==> src/logic/regport_pkg.sv <==
// Constants, register map and types for the serial register port
package regport_pkg;

  // Register map
  localparam int         REG_COUNT                      = 32;
  localparam logic [4:0] ADDR_CONFIG_WORD_THREE         = 5'h04;
  localparam logic [4:0] ADDR_NCO_PHASE_HIGH            = 5'h0e;
  localparam logic [4:0] ADDR_OFFSET_A_LOW              = 5'h0f;
  localparam logic [4:0] ADDR_OFFSET_B_LOW              = 5'h10;
  localparam logic [4:0] ADDR_OFFSET_A_HIGH             = 5'h11;
  localparam logic [4:0] ADDR_OFFSET_B_HIGH             = 5'h12;
  localparam logic [4:0] ADDR_QUAD_GAIN_A_LOW           = 5'h13;
  localparam logic [4:0] ADDR_QUAD_GAIN_B_LOW           = 5'h14;
  localparam logic [4:0] ADDR_QUAD_PHASE_LOW            = 5'h15;
  localparam logic [4:0] ADDR_QUAD_PHASE_GAIN_HIGH      = 5'h16;
  localparam logic [4:0] ADDR_OUTPUT_GAIN_A_LOW         = 5'h17;
  localparam logic [4:0] ADDR_OUTPUT_GAIN_B_LOW         = 5'h18;
  localparam logic [4:0] ADDR_OUTPUT_GAIN_HIGH_PAIR     = 5'h19;
  localparam logic [4:0] ADDR_FACTORY_CLOCK_CONTROL     = 5'h1a;
  localparam logic [4:0] ADDR_CLOCK_PROBE_AND_PHASE     = 5'h1b;
  localparam logic [4:0] ADDR_FACTORY_TEST_STROBE_CLOCK = 5'h1c;
  localparam logic [4:0] ADDR_RESERVED_SLOT_A           = 5'h1d;
  localparam logic [4:0] ADDR_RESERVED_SLOT_B           = 5'h1e;
  localparam logic [4:0] ADDR_RESERVED_SLOT_C           = 5'h1f;

  // Instruction byte layout
  localparam int INSTR_DIR_BIT   = 7;
  localparam int INSTR_COUNT_MSB = 6;
  localparam int INSTR_COUNT_LSB = 5;
  localparam int INSTR_ADDR_MSB  = 4;
  localparam int INSTR_ADDR_LSB  = 0;
  localparam logic [2:0] BIT_LAST = 3'h7;

  // Field positions
  localparam int PIN_COUNT_SELECT_BIT   = 7;
  localparam int OFFSET_HIGH_MSB        = 7;
  localparam int OFFSET_HIGH_LSB        = 3;
  localparam int QUAD_PHASE_HIGH_MSB    = 7;
  localparam int QUAD_PHASE_HIGH_LSB    = 6;
  localparam int QUAD_GAIN_A_HIGH_MSB   = 5;
  localparam int QUAD_GAIN_A_HIGH_LSB   = 3;
  localparam int QUAD_GAIN_B_HIGH_MSB   = 2;
  localparam int QUAD_GAIN_B_HIGH_LSB   = 0;
  localparam int GAIN_A_HIGH_MSB        = 7;
  localparam int GAIN_A_HIGH_LSB        = 4;
  localparam int GAIN_B_HIGH_MSB        = 3;
  localparam int GAIN_B_HIGH_LSB        = 0;
  localparam int PROBE_SELECT_MSB       = 7;
  localparam int PROBE_SELECT_LSB       = 3;
  localparam int MIX_PHASE_DELAY_BIT    = 2;
  localparam int STROBE_CLOCK_BIT       = 0;

  // Clock probe codes
  localparam logic [4:0] PROBE_FULL_RATE    = 5'h1d;
  localparam logic [4:0] PROBE_HALF_RATE    = 5'h1e;
  localparam logic [4:0] PROBE_QUARTER_RATE = 5'h1f;

  // Reset values and stored-bit masks
  localparam logic [7:0] RESET_ZERO            = 8'h00;
  localparam logic [7:0] RESET_GAIN_HIGH_PAIR  = 8'hff;
  localparam logic [7:0] MASK_NONE             = 8'h00;
  localparam logic [7:0] MASK_FULL             = 8'hff;
  localparam logic [7:0] MASK_CONFIG_THREE     = 8'hef;
  localparam logic [7:0] MASK_OFFSET_HIGH      = 8'hf8;
  localparam logic [7:0] MASK_PROBE_AND_PHASE  = 8'hfc;
  localparam logic [7:0] MASK_STROBE_CLOCK     = 8'h01;

  typedef enum logic [1:0] {ST_INSTR, ST_DATA, ST_DONE} port_state_t;

  // Bits that a register actually stores; all others read zero
  function automatic logic [7:0] reg_mask(input logic [4:0] a);
    logic [7:0] m;
    m = MASK_NONE;
    if (a == ADDR_CONFIG_WORD_THREE) m = MASK_CONFIG_THREE;
    else if (a == ADDR_OFFSET_A_HIGH || a == ADDR_OFFSET_B_HIGH) m = MASK_OFFSET_HIGH;
    else if (a == ADDR_CLOCK_PROBE_AND_PHASE) m = MASK_PROBE_AND_PHASE;
    else if (a == ADDR_FACTORY_TEST_STROBE_CLOCK) m = MASK_STROBE_CLOCK;
    else if (a >= ADDR_NCO_PHASE_HIGH && a <= ADDR_FACTORY_CLOCK_CONTROL) m = MASK_FULL;
    return m;
  endfunction

  function automatic logic [7:0] reg_reset(input logic [4:0] a);
    return (a == ADDR_OUTPUT_GAIN_HIGH_PAIR) ? RESET_GAIN_HIGH_PAIR : RESET_ZERO;
  endfunction

endpackage

==> src/logic/serial_register_port.sv <==
// Serial register port with staged correction registers and clock probe
//
// Notes on behaviour
// - Three-wire or four-wire mode by pin_count_select
// - Config bit set means four-wire, clear three-wire
// - Frame is instruction plus one to four bytes
// - Instruction: direction, byte count, five-bit address
// - Direction one reads, zero writes
// - Byte count code plus one gives data bytes
// - All bytes shifted most significant bit first
// - Address decrements for each following byte
// - Input sampled on rising serial clock edges
// - Three-wire data pin is bidirectional
// - Instruction byte is always input
// - Three-wire reads use data pin, out stays off
// - Four-wire reads drive the separate data out
// - Data out low after last bit till frame end
// - Correction words staged until offset A low written
// - Offset words 13 bits, high in upper five
// - Quadrature gains 11 bits, phase 10 bits
// - Output gains 12 bits, high nibbles reset ones
// - Address 0x0e holds NCO phase upper byte
// - Probe codes put divided clocks on lock pin while PLL_ENABLE is high
// - Mix phase delay sets coarse mixer start phase
// - Strobe latch clock selects full or divided rate
// - Reserved addresses ignore writes, read zero
`timescale 1ns/1ns
module serial_register_port
  import regport_pkg::*;
(
  input  wire logic        CORE_CLK,               // Core clock, 50 MHz
  input  wire logic        RST_N,                  // Synchronous reset, active low
  input  wire logic        SCLK,                   // Serial clock from host
  input  wire logic        SERIAL_ENABLE_N,        // Frame enable, active low
  input  wire logic        SDIO_IN,                // Data pin, input side
  output logic             SDIO_OUT,               // Data pin, output side
  output logic             SDIO_OE,                // Data pin drive enable
  output logic             SERIAL_DATA_OUT,        // Four-wire read data
  output logic             SERIAL_DATA_OUT_OE,     // Read data drive enable
  input  wire logic        PLL_ENABLE,             // PLL enabled, core-clock logic
  input  wire logic        PLL_LOCK_IN,            // PLL lock level, core-clock logic
  output logic             LOCK_INDICATOR_PIN,     // Lock or probe clock
  output logic             PIN_COUNT_SELECT,       // Four-wire mode in force
  output logic [7:0]       NCO_PHASE_HIGH,         // NCO phase bits 15:8
  output logic [12:0]      OFFSET_A,               // Applied offset A
  output logic [12:0]      OFFSET_B,               // Applied offset B
  output logic [10:0]      QUAD_GAIN_A,            // Applied quadrature gain A
  output logic [10:0]      QUAD_GAIN_B,            // Applied quadrature gain B
  output logic [9:0]       QUAD_PHASE,             // Applied quadrature phase
  output logic [11:0]      OUTPUT_GAIN_A,          // Channel A gain
  output logic [11:0]      OUTPUT_GAIN_B,          // Channel B gain
  output logic             COARSE_MIX_PHASE_DELAY, // Coarse mixer start phase
  output logic             SYNC_LATCH_FULL_RATE    // Strobe latched at full rate
);

  logic [1:0]   sclk_sync_r;
  logic [1:0]   enb_sync_r;
  logic [1:0]   sdi_sync_r;
  logic         sclk_prev_r;
  logic         sclk_s;
  logic         enb_low;
  logic         sdi_s;
  logic         sclk_rise;
  logic         sclk_fall;
  logic         four_wire;
  logic [7:0]   rf_r [REG_COUNT];
  port_state_t  state_r;
  logic [2:0]   bit_cnt_r;
  logic [6:0]   shift_r;
  logic         is_read_r;
  logic [1:0]   bytes_left_r;
  logic [4:0]   addr_r;
  logic [7:0]   rd_sh_r;
  logic [7:0]   byte_in;
  logic         byte_done;
  logic         wr_en_r;
  logic [4:0]   wr_addr_r;
  logic [7:0]   wr_data_r;
  logic [2:0]   div_cnt_r;
  logic [4:0]   probe_sel;
  logic         commit;

  // Pin synchronisers; the host clock is far slower than the core clock
  always_ff @(posedge CORE_CLK) begin
    if (!RST_N) begin
      sclk_sync_r <= 2'h0;
      enb_sync_r  <= 2'h3;
      sdi_sync_r  <= 2'h0;
      sclk_prev_r <= 1'b0;
    end else begin
      sclk_sync_r <= {sclk_sync_r[0], SCLK};
      enb_sync_r  <= {enb_sync_r[0], SERIAL_ENABLE_N};
      sdi_sync_r  <= {sdi_sync_r[0], SDIO_IN};
      sclk_prev_r <= sclk_sync_r[1];
    end
  end

  // Edges count only inside a frame
  assign sclk_s    = sclk_sync_r[1];
  assign enb_low   = !enb_sync_r[1];
  assign sdi_s     = sdi_sync_r[1];
  assign sclk_rise = enb_low && sclk_s && !sclk_prev_r;
  assign sclk_fall = enb_low && !sclk_s && sclk_prev_r;
  assign byte_in   = {shift_r, sdi_s};
  assign byte_done = sclk_rise && (bit_cnt_r == BIT_LAST);

  // Mode bit; set selects four-wire
  assign four_wire = rf_r[ADDR_CONFIG_WORD_THREE][PIN_COUNT_SELECT_BIT];

  // Register file, one entry per address; unstored bits never take a value
  for (genvar g = 0; g < REG_COUNT; g++) begin : g_reg
    always_ff @(posedge CORE_CLK) begin
      if (!RST_N) begin
        rf_r[g] <= reg_reset(5'(g));
      end else if (wr_en_r && wr_addr_r == 5'(g)) begin
        rf_r[g] <= wr_data_r & reg_mask(5'(g));
      end
    end
  end

  // Bit counter and input shifter, MSB arrives first
  always_ff @(posedge CORE_CLK) begin
    if (!RST_N) begin
      bit_cnt_r <= 3'h0;
      shift_r   <= 7'h00;
    end else if (!enb_low) begin
      bit_cnt_r <= 3'h0;
    end else if (sclk_rise) begin
      bit_cnt_r <= bit_cnt_r + 3'h1;
      shift_r   <= byte_in[6:0];
    end
  end

  // Frame sequencer
  always_ff @(posedge CORE_CLK) begin
    if (!RST_N) begin
      state_r      <= ST_INSTR;
      is_read_r    <= 1'b0;
      bytes_left_r <= 2'h0;
      addr_r       <= 5'h00;
      rd_sh_r      <= 8'h00;
    end else if (!enb_low) begin
      state_r <= ST_INSTR;
    end else begin
      case (state_r)
        ST_INSTR: begin
          if (byte_done) begin
            is_read_r    <= byte_in[INSTR_DIR_BIT];
            bytes_left_r <= byte_in[INSTR_COUNT_MSB:INSTR_COUNT_LSB];
            addr_r       <= byte_in[INSTR_ADDR_MSB:INSTR_ADDR_LSB];
            rd_sh_r      <= rf_r[byte_in[INSTR_ADDR_MSB:INSTR_ADDR_LSB]];
            state_r      <= ST_DATA;
          end
        end
        ST_DATA: begin
          if (byte_done) begin
            if (bytes_left_r == 2'h0) begin
              state_r <= ST_DONE;
            end else begin
              bytes_left_r <= bytes_left_r - 2'h1;
              addr_r       <= addr_r - 5'h01;
              rd_sh_r      <= rf_r[addr_r - 5'h01];
            end
          end
        end
        ST_DONE: begin
          // Extra clocks beyond the byte count are ignored
          state_r <= ST_DONE;
        end
        default: begin
          state_r <= ST_INSTR;
        end
      endcase
    end
  end

  // Write strobe, one cycle after the last bit of each write byte
  always_ff @(posedge CORE_CLK) begin
    if (!RST_N) begin
      wr_en_r   <= 1'b0;
      wr_addr_r <= 5'h00;
      wr_data_r <= 8'h00;
    end else begin
      wr_en_r   <= (state_r == ST_DATA) && byte_done && !is_read_r;
      wr_addr_r <= addr_r;
      wr_data_r <= byte_in;
    end
  end

  // Read drive on falling edges so the host samples on the next rise
  always_ff @(posedge CORE_CLK) begin
    if (!RST_N) begin
      SDIO_OUT           <= 1'b0;
      SDIO_OE            <= 1'b0;
      SERIAL_DATA_OUT    <= 1'b0;
      SERIAL_DATA_OUT_OE <= 1'b0;
    end else if (!enb_low) begin
      SDIO_OE            <= 1'b0;
      SERIAL_DATA_OUT    <= 1'b0;
      SERIAL_DATA_OUT_OE <= 1'b0;
    end else if (sclk_fall && is_read_r) begin
      if (state_r == ST_DATA) begin
        if (four_wire) begin
          SERIAL_DATA_OUT    <= rd_sh_r[BIT_LAST - bit_cnt_r];
          SERIAL_DATA_OUT_OE <= 1'b1;
          SDIO_OE            <= 1'b0;
        end else begin
          SDIO_OUT           <= rd_sh_r[BIT_LAST - bit_cnt_r];
          SDIO_OE            <= 1'b1;
          SERIAL_DATA_OUT_OE <= 1'b0;
        end
      end else if (state_r == ST_DONE) begin
        // Pin released after the last bit; data out parks low
        SDIO_OE            <= 1'b0;
        SERIAL_DATA_OUT    <= 1'b0;
        SERIAL_DATA_OUT_OE <= four_wire;
      end
    end
  end

  // Staged words go live together when offset A low is written
  assign commit = wr_en_r && (wr_addr_r == ADDR_OFFSET_A_LOW);

  always_ff @(posedge CORE_CLK) begin
    if (!RST_N) begin
      OFFSET_A    <= 13'h0000;
      OFFSET_B    <= 13'h0000;
      QUAD_GAIN_A <= 11'h000;
      QUAD_GAIN_B <= 11'h000;
      QUAD_PHASE  <= 10'h000;
    end else if (commit) begin
      OFFSET_A    <= {rf_r[ADDR_OFFSET_A_HIGH][OFFSET_HIGH_MSB:OFFSET_HIGH_LSB], wr_data_r};
      OFFSET_B    <= {rf_r[ADDR_OFFSET_B_HIGH][OFFSET_HIGH_MSB:OFFSET_HIGH_LSB],
                      rf_r[ADDR_OFFSET_B_LOW]};
      QUAD_GAIN_A <= {rf_r[ADDR_QUAD_PHASE_GAIN_HIGH][QUAD_GAIN_A_HIGH_MSB:QUAD_GAIN_A_HIGH_LSB],
                      rf_r[ADDR_QUAD_GAIN_A_LOW]};
      QUAD_GAIN_B <= {rf_r[ADDR_QUAD_PHASE_GAIN_HIGH][QUAD_GAIN_B_HIGH_MSB:QUAD_GAIN_B_HIGH_LSB],
                      rf_r[ADDR_QUAD_GAIN_B_LOW]};
      QUAD_PHASE  <= {rf_r[ADDR_QUAD_PHASE_GAIN_HIGH][QUAD_PHASE_HIGH_MSB:QUAD_PHASE_HIGH_LSB],
                      rf_r[ADDR_QUAD_PHASE_LOW]};
    end
  end

  // Words that take effect at once, one cycle after the write
  always_ff @(posedge CORE_CLK) begin
    if (!RST_N) begin
      PIN_COUNT_SELECT       <= 1'b0;
      NCO_PHASE_HIGH         <= RESET_ZERO;
      OUTPUT_GAIN_A          <= {RESET_GAIN_HIGH_PAIR[GAIN_A_HIGH_MSB:GAIN_A_HIGH_LSB], RESET_ZERO};
      OUTPUT_GAIN_B          <= {RESET_GAIN_HIGH_PAIR[GAIN_B_HIGH_MSB:GAIN_B_HIGH_LSB], RESET_ZERO};
      COARSE_MIX_PHASE_DELAY <= 1'b0;
      SYNC_LATCH_FULL_RATE   <= 1'b0;
    end else begin
      PIN_COUNT_SELECT       <= four_wire;
      NCO_PHASE_HIGH         <= rf_r[ADDR_NCO_PHASE_HIGH];
      OUTPUT_GAIN_A          <= {rf_r[ADDR_OUTPUT_GAIN_HIGH_PAIR][GAIN_A_HIGH_MSB:GAIN_A_HIGH_LSB],
                                 rf_r[ADDR_OUTPUT_GAIN_A_LOW]};
      OUTPUT_GAIN_B          <= {rf_r[ADDR_OUTPUT_GAIN_HIGH_PAIR][GAIN_B_HIGH_MSB:GAIN_B_HIGH_LSB],
                                 rf_r[ADDR_OUTPUT_GAIN_B_LOW]};
      COARSE_MIX_PHASE_DELAY <= rf_r[ADDR_CLOCK_PROBE_AND_PHASE][MIX_PHASE_DELAY_BIT];
      SYNC_LATCH_FULL_RATE   <= rf_r[ADDR_FACTORY_TEST_STROBE_CLOCK][STROBE_CLOCK_BIT];
    end
  end

  // Probe clocks are core-clock dividers standing in for the sample clock
  assign probe_sel = rf_r[ADDR_CLOCK_PROBE_AND_PHASE][PROBE_SELECT_MSB:PROBE_SELECT_LSB];

  always_ff @(posedge CORE_CLK) begin
    if (!RST_N) begin
      div_cnt_r          <= 3'h0;
      LOCK_INDICATOR_PIN <= 1'b0;
    end else begin
      div_cnt_r <= div_cnt_r + 3'h1;
      if (!PLL_ENABLE) begin
        LOCK_INDICATOR_PIN <= PLL_LOCK_IN;
      end else begin
        case (probe_sel)
          PROBE_FULL_RATE:    LOCK_INDICATOR_PIN <= div_cnt_r[0];
          PROBE_HALF_RATE:    LOCK_INDICATOR_PIN <= div_cnt_r[1];
          PROBE_QUARTER_RATE: LOCK_INDICATOR_PIN <= div_cnt_r[2];
          default:            LOCK_INDICATOR_PIN <= PLL_LOCK_IN;
        endcase
      end
    end
  end
endmodule
==> config.mk <==
export PLATFORM = sky130hd
export DESIGN_NAME = serial_register_port
export DESIGN_NICKNAME = d
export VERILOG_FILES = /design/src/logic/regport_pkg.sv /design/src/logic/serial_register_port.sv
export SDC_FILE = /design/constraint.sdc
export NUM_CORES = 1
export LEC_CHECK = 0
export ABC_AREA = 1
export BUFFER_PORTS_ARGS = -buffer_cell sky130_fd_sc_hd__buf_2
export CAP_MARGIN = 10
export CORE_MARGIN = 2
export CORE_UTILIZATION = 40
export DETAILED_ROUTE_END_ITERATION = 8
export PLACE_DENSITY = 0.6
export SLEW_MARGIN = 30
export SYNTH_ARGS = -nofsm -noshare
export SYNTH_HDL_FRONTEND = slang
export SYNTH_SLANG_ARGS = --single-unit
==> constraint.sdc <==
create_clock -name CORE_CLK -period 4.25 [get_ports CORE_CLK]
set_input_delay 0.425 -clock CORE_CLK [delete_from_list [all_inputs] [get_ports CORE_CLK]]
set_output_delay 0.425 -clock CORE_CLK [all_outputs]
set_load 0.05 [all_outputs]
==> results of run 1 <==
==> placed cells by master, fill, tap and decap left out, types with 5 or more instances in the layout <==
| cell | count |
|---|---|
| inv_1 | 184 |
| clkbuf_1 | 7 |
| clkinv_2 | 8 |
| inv_2 | 6 |
| o21ai_1 | 19 |
| o211ai_1 | 19 |
| nand4_1 | 7 |
| buf_2 | 103 |
| nand3_1 | 151 |
| ha_1 | 7 |
| nor2_1 | 188 |
| edfxtp_1 | 112 |
| o21ai_0 | 82 |
| o22ai_1 | 7 |
| dfxtp_1 | 149 |
| clkbuf_16 | 30 |
| a21oi_1 | 46 |
| clkbuf_8 | 6 |
| a31o_2 | 8 |
| a22oi_1 | 5 |
| nand2_1 | 379 |
| a211oi_1 | 5 |
| nand2_2 | 6 |
| buf_4 | 7 |
==> cell type report <==
type | count | area (um^2)
timing repair buffer | 111 | 588
tap | 390 | 488
inverter | 195 | 738
clock buffer | 43 | 860
fill | 2935 | 15900
sequential | 262 | 6370
multi-input combinational | 955 | 4370
clock inverter | 9 | 58.8
==> stage by stage <==
step / util / power (mW)
after floorplan: - / 2.95
after global placement: 0.427 / 3.05
after detailed placement: 0.427 / 3.05
after CTS: 0.458 / 5.44
after global routing: 0.458 / 5.58
final: 0.458 / 5.41
==> flip-flops by register name, summed over array words and instances, names as in the netlist, 2 cells and up <==
signal,cells
OUTPUT_GAIN_A,12
rd_sh_r,8
bit_cnt_r,3
state_r,2
QUAD_PHASE,10
OUTPUT_GAIN_B,12
QUAD_GAIN_A,11
NCO_PHASE_HIGH,8
div_cnt_r,3
addr_r,5
OFFSET_A,13
wr_addr_r,5
wr_data_r,8
bytes_left_r,2
shift_r,7
enb_sync_r,2
sclk_sync_r,2
OFFSET_B,13
rf_r,112
sdi_sync_r,2
QUAD_GAIN_B,11
==> power groups by stage <==
stage / combinational, mW / sequential [mW] / clock [mW]
finish: 0.267 / 2.74 / 2.41
global route: 0.290 / 2.74 / 2.55
global placement: 0.264 / 2.79 / 0
CTS: 0.265 / 2.73 / 2.44
detailed placement: 0.263 / 2.79 / 0
floorplan: 0.141 / 2.81 / 0
==> cells by family (layout without fill, tap and decap cells) <==
family / Yosys count / after routing / share of synthesized area
AO/OA/AOI/OAI: 199 / 199 / 0.0946
XOR/XNOR: 2 / 2 / 0.00211
adder cells (fa/ha/maj): 7 / 7 / 0.00738
buffers and inverters: 271 / 358 / 0.0957
flip-flops: 262 / 262 / 0.536
AND/OR/NAND/NOR: 747 / 747 / 0.264
==> worst max-delay path, cell delays in order (launching register included) <==
cell	delay (ns)
dfxtp_1	0.36
inv_1	0.14
ha_1	0.79
inv_2	0.45
nand2_2	0.30
nor2_1	0.06
a21oi_1	0.11
nand2_1	0.07
nand2_1	0.06
nand2_1	0.06
nand2_1	0.06
nand2_1	0.07
nand2_1	0.07
a21oi_1	0.05
==> routing by layer <==
layer | global-route usage | vias up
li1 | - | 4918
met1 | 0.357 | 4899
met3 | 0.0521 | 97
met2 | 0.372 | 571
met4 | 0.0702 | 0
met5 | 0 | -
==> path summary, 6_finish.rpt <==
kind                       startpoint                       end  depth (start not counted)
max reg2reg    addr_r[1]$_SDFFE_PN0P_   rd_sh_r[3]$_SDFFE_PN0P_                         13
min                           SDIO_IN  sdi_sync_r[0]$_SDFF_PN0_                          3
max            addr_r[1]$_SDFFE_PN0P_   rd_sh_r[3]$_SDFFE_PN0P_                         13
min reg2reg  enb_sync_r[0]$_SDFF_PN1_  enb_sync_r[1]$_SDFF_PN1_                          1
==> flow_summary.ini, run 1 <==
[floorplan]
dieArea_um2 = 31100
pin_count = 105
die_x_um = 176
core_um2 = 29400
rows = 63
die_h_um = 176
start_util = 0.404

[layout]
drive_above_1_share = 0.123
final_net_count = 1567
area_growth_pct = 13.5
final_area_um2 = 13500
fin_cells = 1965
antenna_cells = 0

[yosys]
syn-instance-count = 1488
syn-cell-area_um2 = 11900
synth_edf_count = 112
yosys_warnings = 0
ys_ff_latch = 262
yosysSeqAreaShare = 0.536
ys_types = 41
ys_async_sr_fraction = 0
syn-num-nets = 1502
synth_area_leaders = edfxtp_1 (28%), dfxtp_1 (25%), nand2_1 (12%), nand3_1 (6.4%), nor2_1 (5.9%)
yosysMostFrequentCell = nand2_1
synth_flop_cell = dfxtp_1
synth_top_area_cell = edfxtp_1
synth_top_area_frac = 0.283
synth_commonest_cells = nand2_1 (380), nor2_1 (188), inv_1 (184)
synth.avg_cell_area_um2 = 7.98

[global_route]
antenna_found_initial = 0
track_usage = 0.246
grt_overflow = 0
grt_pass1_vias = 9715
grt_pass1_wl_mm = 58.5
grt_max_degree = 102

[sta]
skew_ns = 0.0203
tightest_slew_ns = 0.989
grt_setup_unrepaired = false
slew_viol_final = 0
finalCriticalPeriod_ns = 2.81
setup_ws_ns = 1.44
timing.setup.tns_ns = 0
fin_hold_ws_ns = 0.0514
final_hold_viol_count = 0
setup_violations = 0
max_freq_ghz = 0.355
fin_crit_sh = 0.662
slew_headroom = 0.340

[clock_network]
numClockSinks = 262
cts_setup_buffers = 0
clockBufferDepth = 3
cts_root_buffer = clkbuf_16
ctsHoldBuffers = 0
numCtsBuffers = 28
htreeDepth = 1
cts_tree = done
clock_latency_ns = 0.56
cts_resized = 0
clk_pin_slew_worst_paths_ns = 0.07

[drt]
drt-initial-drc-count = 1236
vias = 10485
wl_per_cell_um = 19.5
wl_met2_mm = 16.6
maxUsedRoutingLayer = met4
wl_met3_mm = 4.05
drt_first_pass_iters = 8
viasPerCell = 5.34
ant_nets = 0
drc_errors = 0
totalWireLength_mm = 38.4
m1WireLength_mm = 16.6

[place]
io_buffers = 104
pre_cts_ws_ns = 1.54
placed_cells = 1913
place_congestion = 1.00
placed_cell_area_um2 = 12600
hpwlAfterDp_mm = 26.4

[worst_setup_path]
end_kind = register
r2r_slack_ns = 1.44
critPathLaunchType = register
crit_type = register to register
worst_ep_required_time_ns = 4.68
critPathArrivalTime_ns = 3.24
cp_max_fo = 26

[hold_path]
hp-class = input port to register

[power]
swShare = 0.235
seqPwrFrac = 0.505
internal-power_mw = 4.14
pwr-share-comb = 0.049
power.density_nw_per_um2 = 402
irDropWorstVdd_v = 0.000290
pwr-share-clk = 0.445
leakage_nw = 5.99
power_switching_mw = 1.27

[flow_run]
maxCapViolCount = 0

[outcome]
status = completed
Note: power is estimated with default switching activity, not from simulation.
==> inputs of run 2 (changes only) <==
- PLACE_DENSITY: 0.6 -> 0.62
- clock period: 4.25 -> 2.5 ns (I/O delays scaled with it)
==> flow_summary.ini, run 2 (same netlist as run 1, synthesis figures left out) <==
[drt]
wl_per_cell_um = 19.5
m1WireLength_mm = 17.5
viasPerCell = 5.22
drt-initial-drc-count = 1114
wl_met3_mm = 3.67
ant_nets = 0
totalWireLength_mm = 39.1
vias = 10497
wl_met2_mm = 16.8
drc_errors = 0
drt_first_pass_iters = 6
maxUsedRoutingLayer = met4

[floorplan]
core_um2 = 29400
rows = 63
die_x_um = 176
dieArea_um2 = 31100
start_util = 0.404
die_h_um = 176
pin_count = 105

[sta]
setup_violations = 0
grt_setup_unrepaired = false
finalCriticalPeriod_ns = 2.12
tightest_slew_ns = 0.786
slew_headroom = 0.476
final_hold_viol_count = 0
slew_viol_final = 0
max_freq_ghz = 0.471
timing.setup.tns_ns = 0
skew_ns = 0.0222
fin_crit_sh = 0.850

[worst_setup_path]
end_kind = register
cp_max_fo = 10
r2r_slack_ns = 0.38
critPathLaunch = addr_r[1]$_SDFFE_PN0P_
r2r-end = rd_sh_r[2]$_SDFFE_PN0P_
ff2ff_path_depth = 15
critPathArrivalTime_ns = 2.56
crit_type = register to register
worst_r2r_startpoint = addr_r[1]$_SDFFE_PN0P_
critPathLaunchType = register
worst_ep_required_time_ns = 2.94
cp-endpoint = rd_sh_r[2]$_SDFFE_PN0P_

[place]
placed_cell_area_um2 = 12900
place_congestion = 0.968
io_buffers = 104
hpwlAfterDp_mm = 28.8

[power]
finalPower_mw = 9.60
leakage_nw = 6.24
power.density_nw_per_um2 = 690
irDropWorstVdd_v = 0.000556

[layout]
final_net_count = 1611
area_growth_pct = 17.2
top_regs = rf_r: 112 flops, OFFSET_A: 13 flops, OFFSET_B: 13 flops
antenna_cells = 0
largest_reg_flops = 112
final_cell_mix = nand2_1 (379), nor2_1 (188), inv_1 (184)
drive_above_1_share = 0.145
regMostFlops = rf_r
layout_commonest_cell = nand2_1
final_area_um2 = 13900

[global_route]
grt_pass1_vias = 9699
antenna_found_initial = 0
grt_pass1_wl_mm = 59.3
track_usage = 0.252
grt_overflow = 0
grt_max_degree = 81

[hold_path]
worstHoldStart = RST_N
hp-class = input port to register

[clock_network]
cts_setup_buffers = 0
htreeDepth = 1
cts_root_buffer = clkbuf_16
clk_pin_slew_worst_paths_ns = 0.07
cts_tree = done
clock_latency_ns = 0.56
clockBufferDepth = 3
numClockSinks = 262
numCtsBuffers = 28

[outcome]
status = completed

[flow_run]
maxCapViolCount = 0
==> run 2: cell types whose count changed in the layout (fill, tap and decap cells not counted), sizes merged <==
cell / before / now
buf: 111 / 151
clkinvlp: 1 / 3
clkbuf: 43 / 36
dlygate4sd3: 0 / 4
bufinv: 0 / 3
inv: 191 / 193
==> run 2: per-layer routing <==
metal	up-vias	global-route usage
met5	-	0
met4	0	0.0785
met3	73	0.0390
met2	504	0.369
met1	4916	0.380
li1	5004	-
==> run 2: layout make-up <==
type / instances / area, um^2
fillers: 2886 / 15500
multi-input cells: 955 / 4370
well taps: 390 / 488
clock buffers: 36 / 815
inverters: 195 / 738
flip-flops and latches: 262 / 6370
repair buffers: 155 / 941
clock inverters: 16 / 193
==> run 2: report_power, final <==
group	switching [mW]	internal, mW	total [mW]
Combinational	0.369	0.120	0.490
Sequential	0.0771	4.57	4.64
Clock	1.83	2.63	4.46
==> run 2: timing repair <==
item                      in CTS  in global routing
hold endpoints to repair       4                  0
hold buffers                   4                  0
resized for setup              0                  0
==> run 2: through the flow <==
step / hold slack [ns] / utilization / instances / setup WS (ns)
2_1_floorplan: 0.348 / - / 1488 / 0.523
3_3_place_gp: 0.395 / 0.438 / 1953 / 0.422
3_5_place_dp: 0.407 / 0.438 / 1953 / 0.376
4_1_cts: 0.0235 / 0.473 / 2009 / 0.374
5_1_grt: 0.0480 / 0.473 / 2009 / 0.161
6_report: 0.0275 / 0.473 / 2009 / 0.375
==> run 2: critical path: stages (launching register included) <==
cell and delay (ns):
dfxtp_1 0.34, inv_1 0.13, ha_1 0.35, buf_4 0.17
nand2_1 0.08, clkinv_1 0.26, nand2_1 0.14, nand2_1 0.06
nor2_1 0.09, nor2_1 0.05, nand2_1 0.05, nand2_1 0.05
nand2_1 0.06, nand2_1 0.06, nand2_1 0.06, a21oi_1 0.05
==> run 2: worst min path at each step <==
stage                                              to  depth (start not counted)
after detailed placement     enb_sync_r[1]$_SDFF_PN1_                          1
after global routing      OUTPUT_GAIN_B[8]$_SDFF_PN1_                          2
after global placement       sdi_sync_r[1]$_SDFF_PN0_                          2
after floorplan             sclk_sync_r[0]$_SDFF_PN0_                          2
after CTS                 OUTPUT_GAIN_B[8]$_SDFF_PN1_                          2
final                     OUTPUT_GAIN_B[8]$_SDFF_PN1_                          2
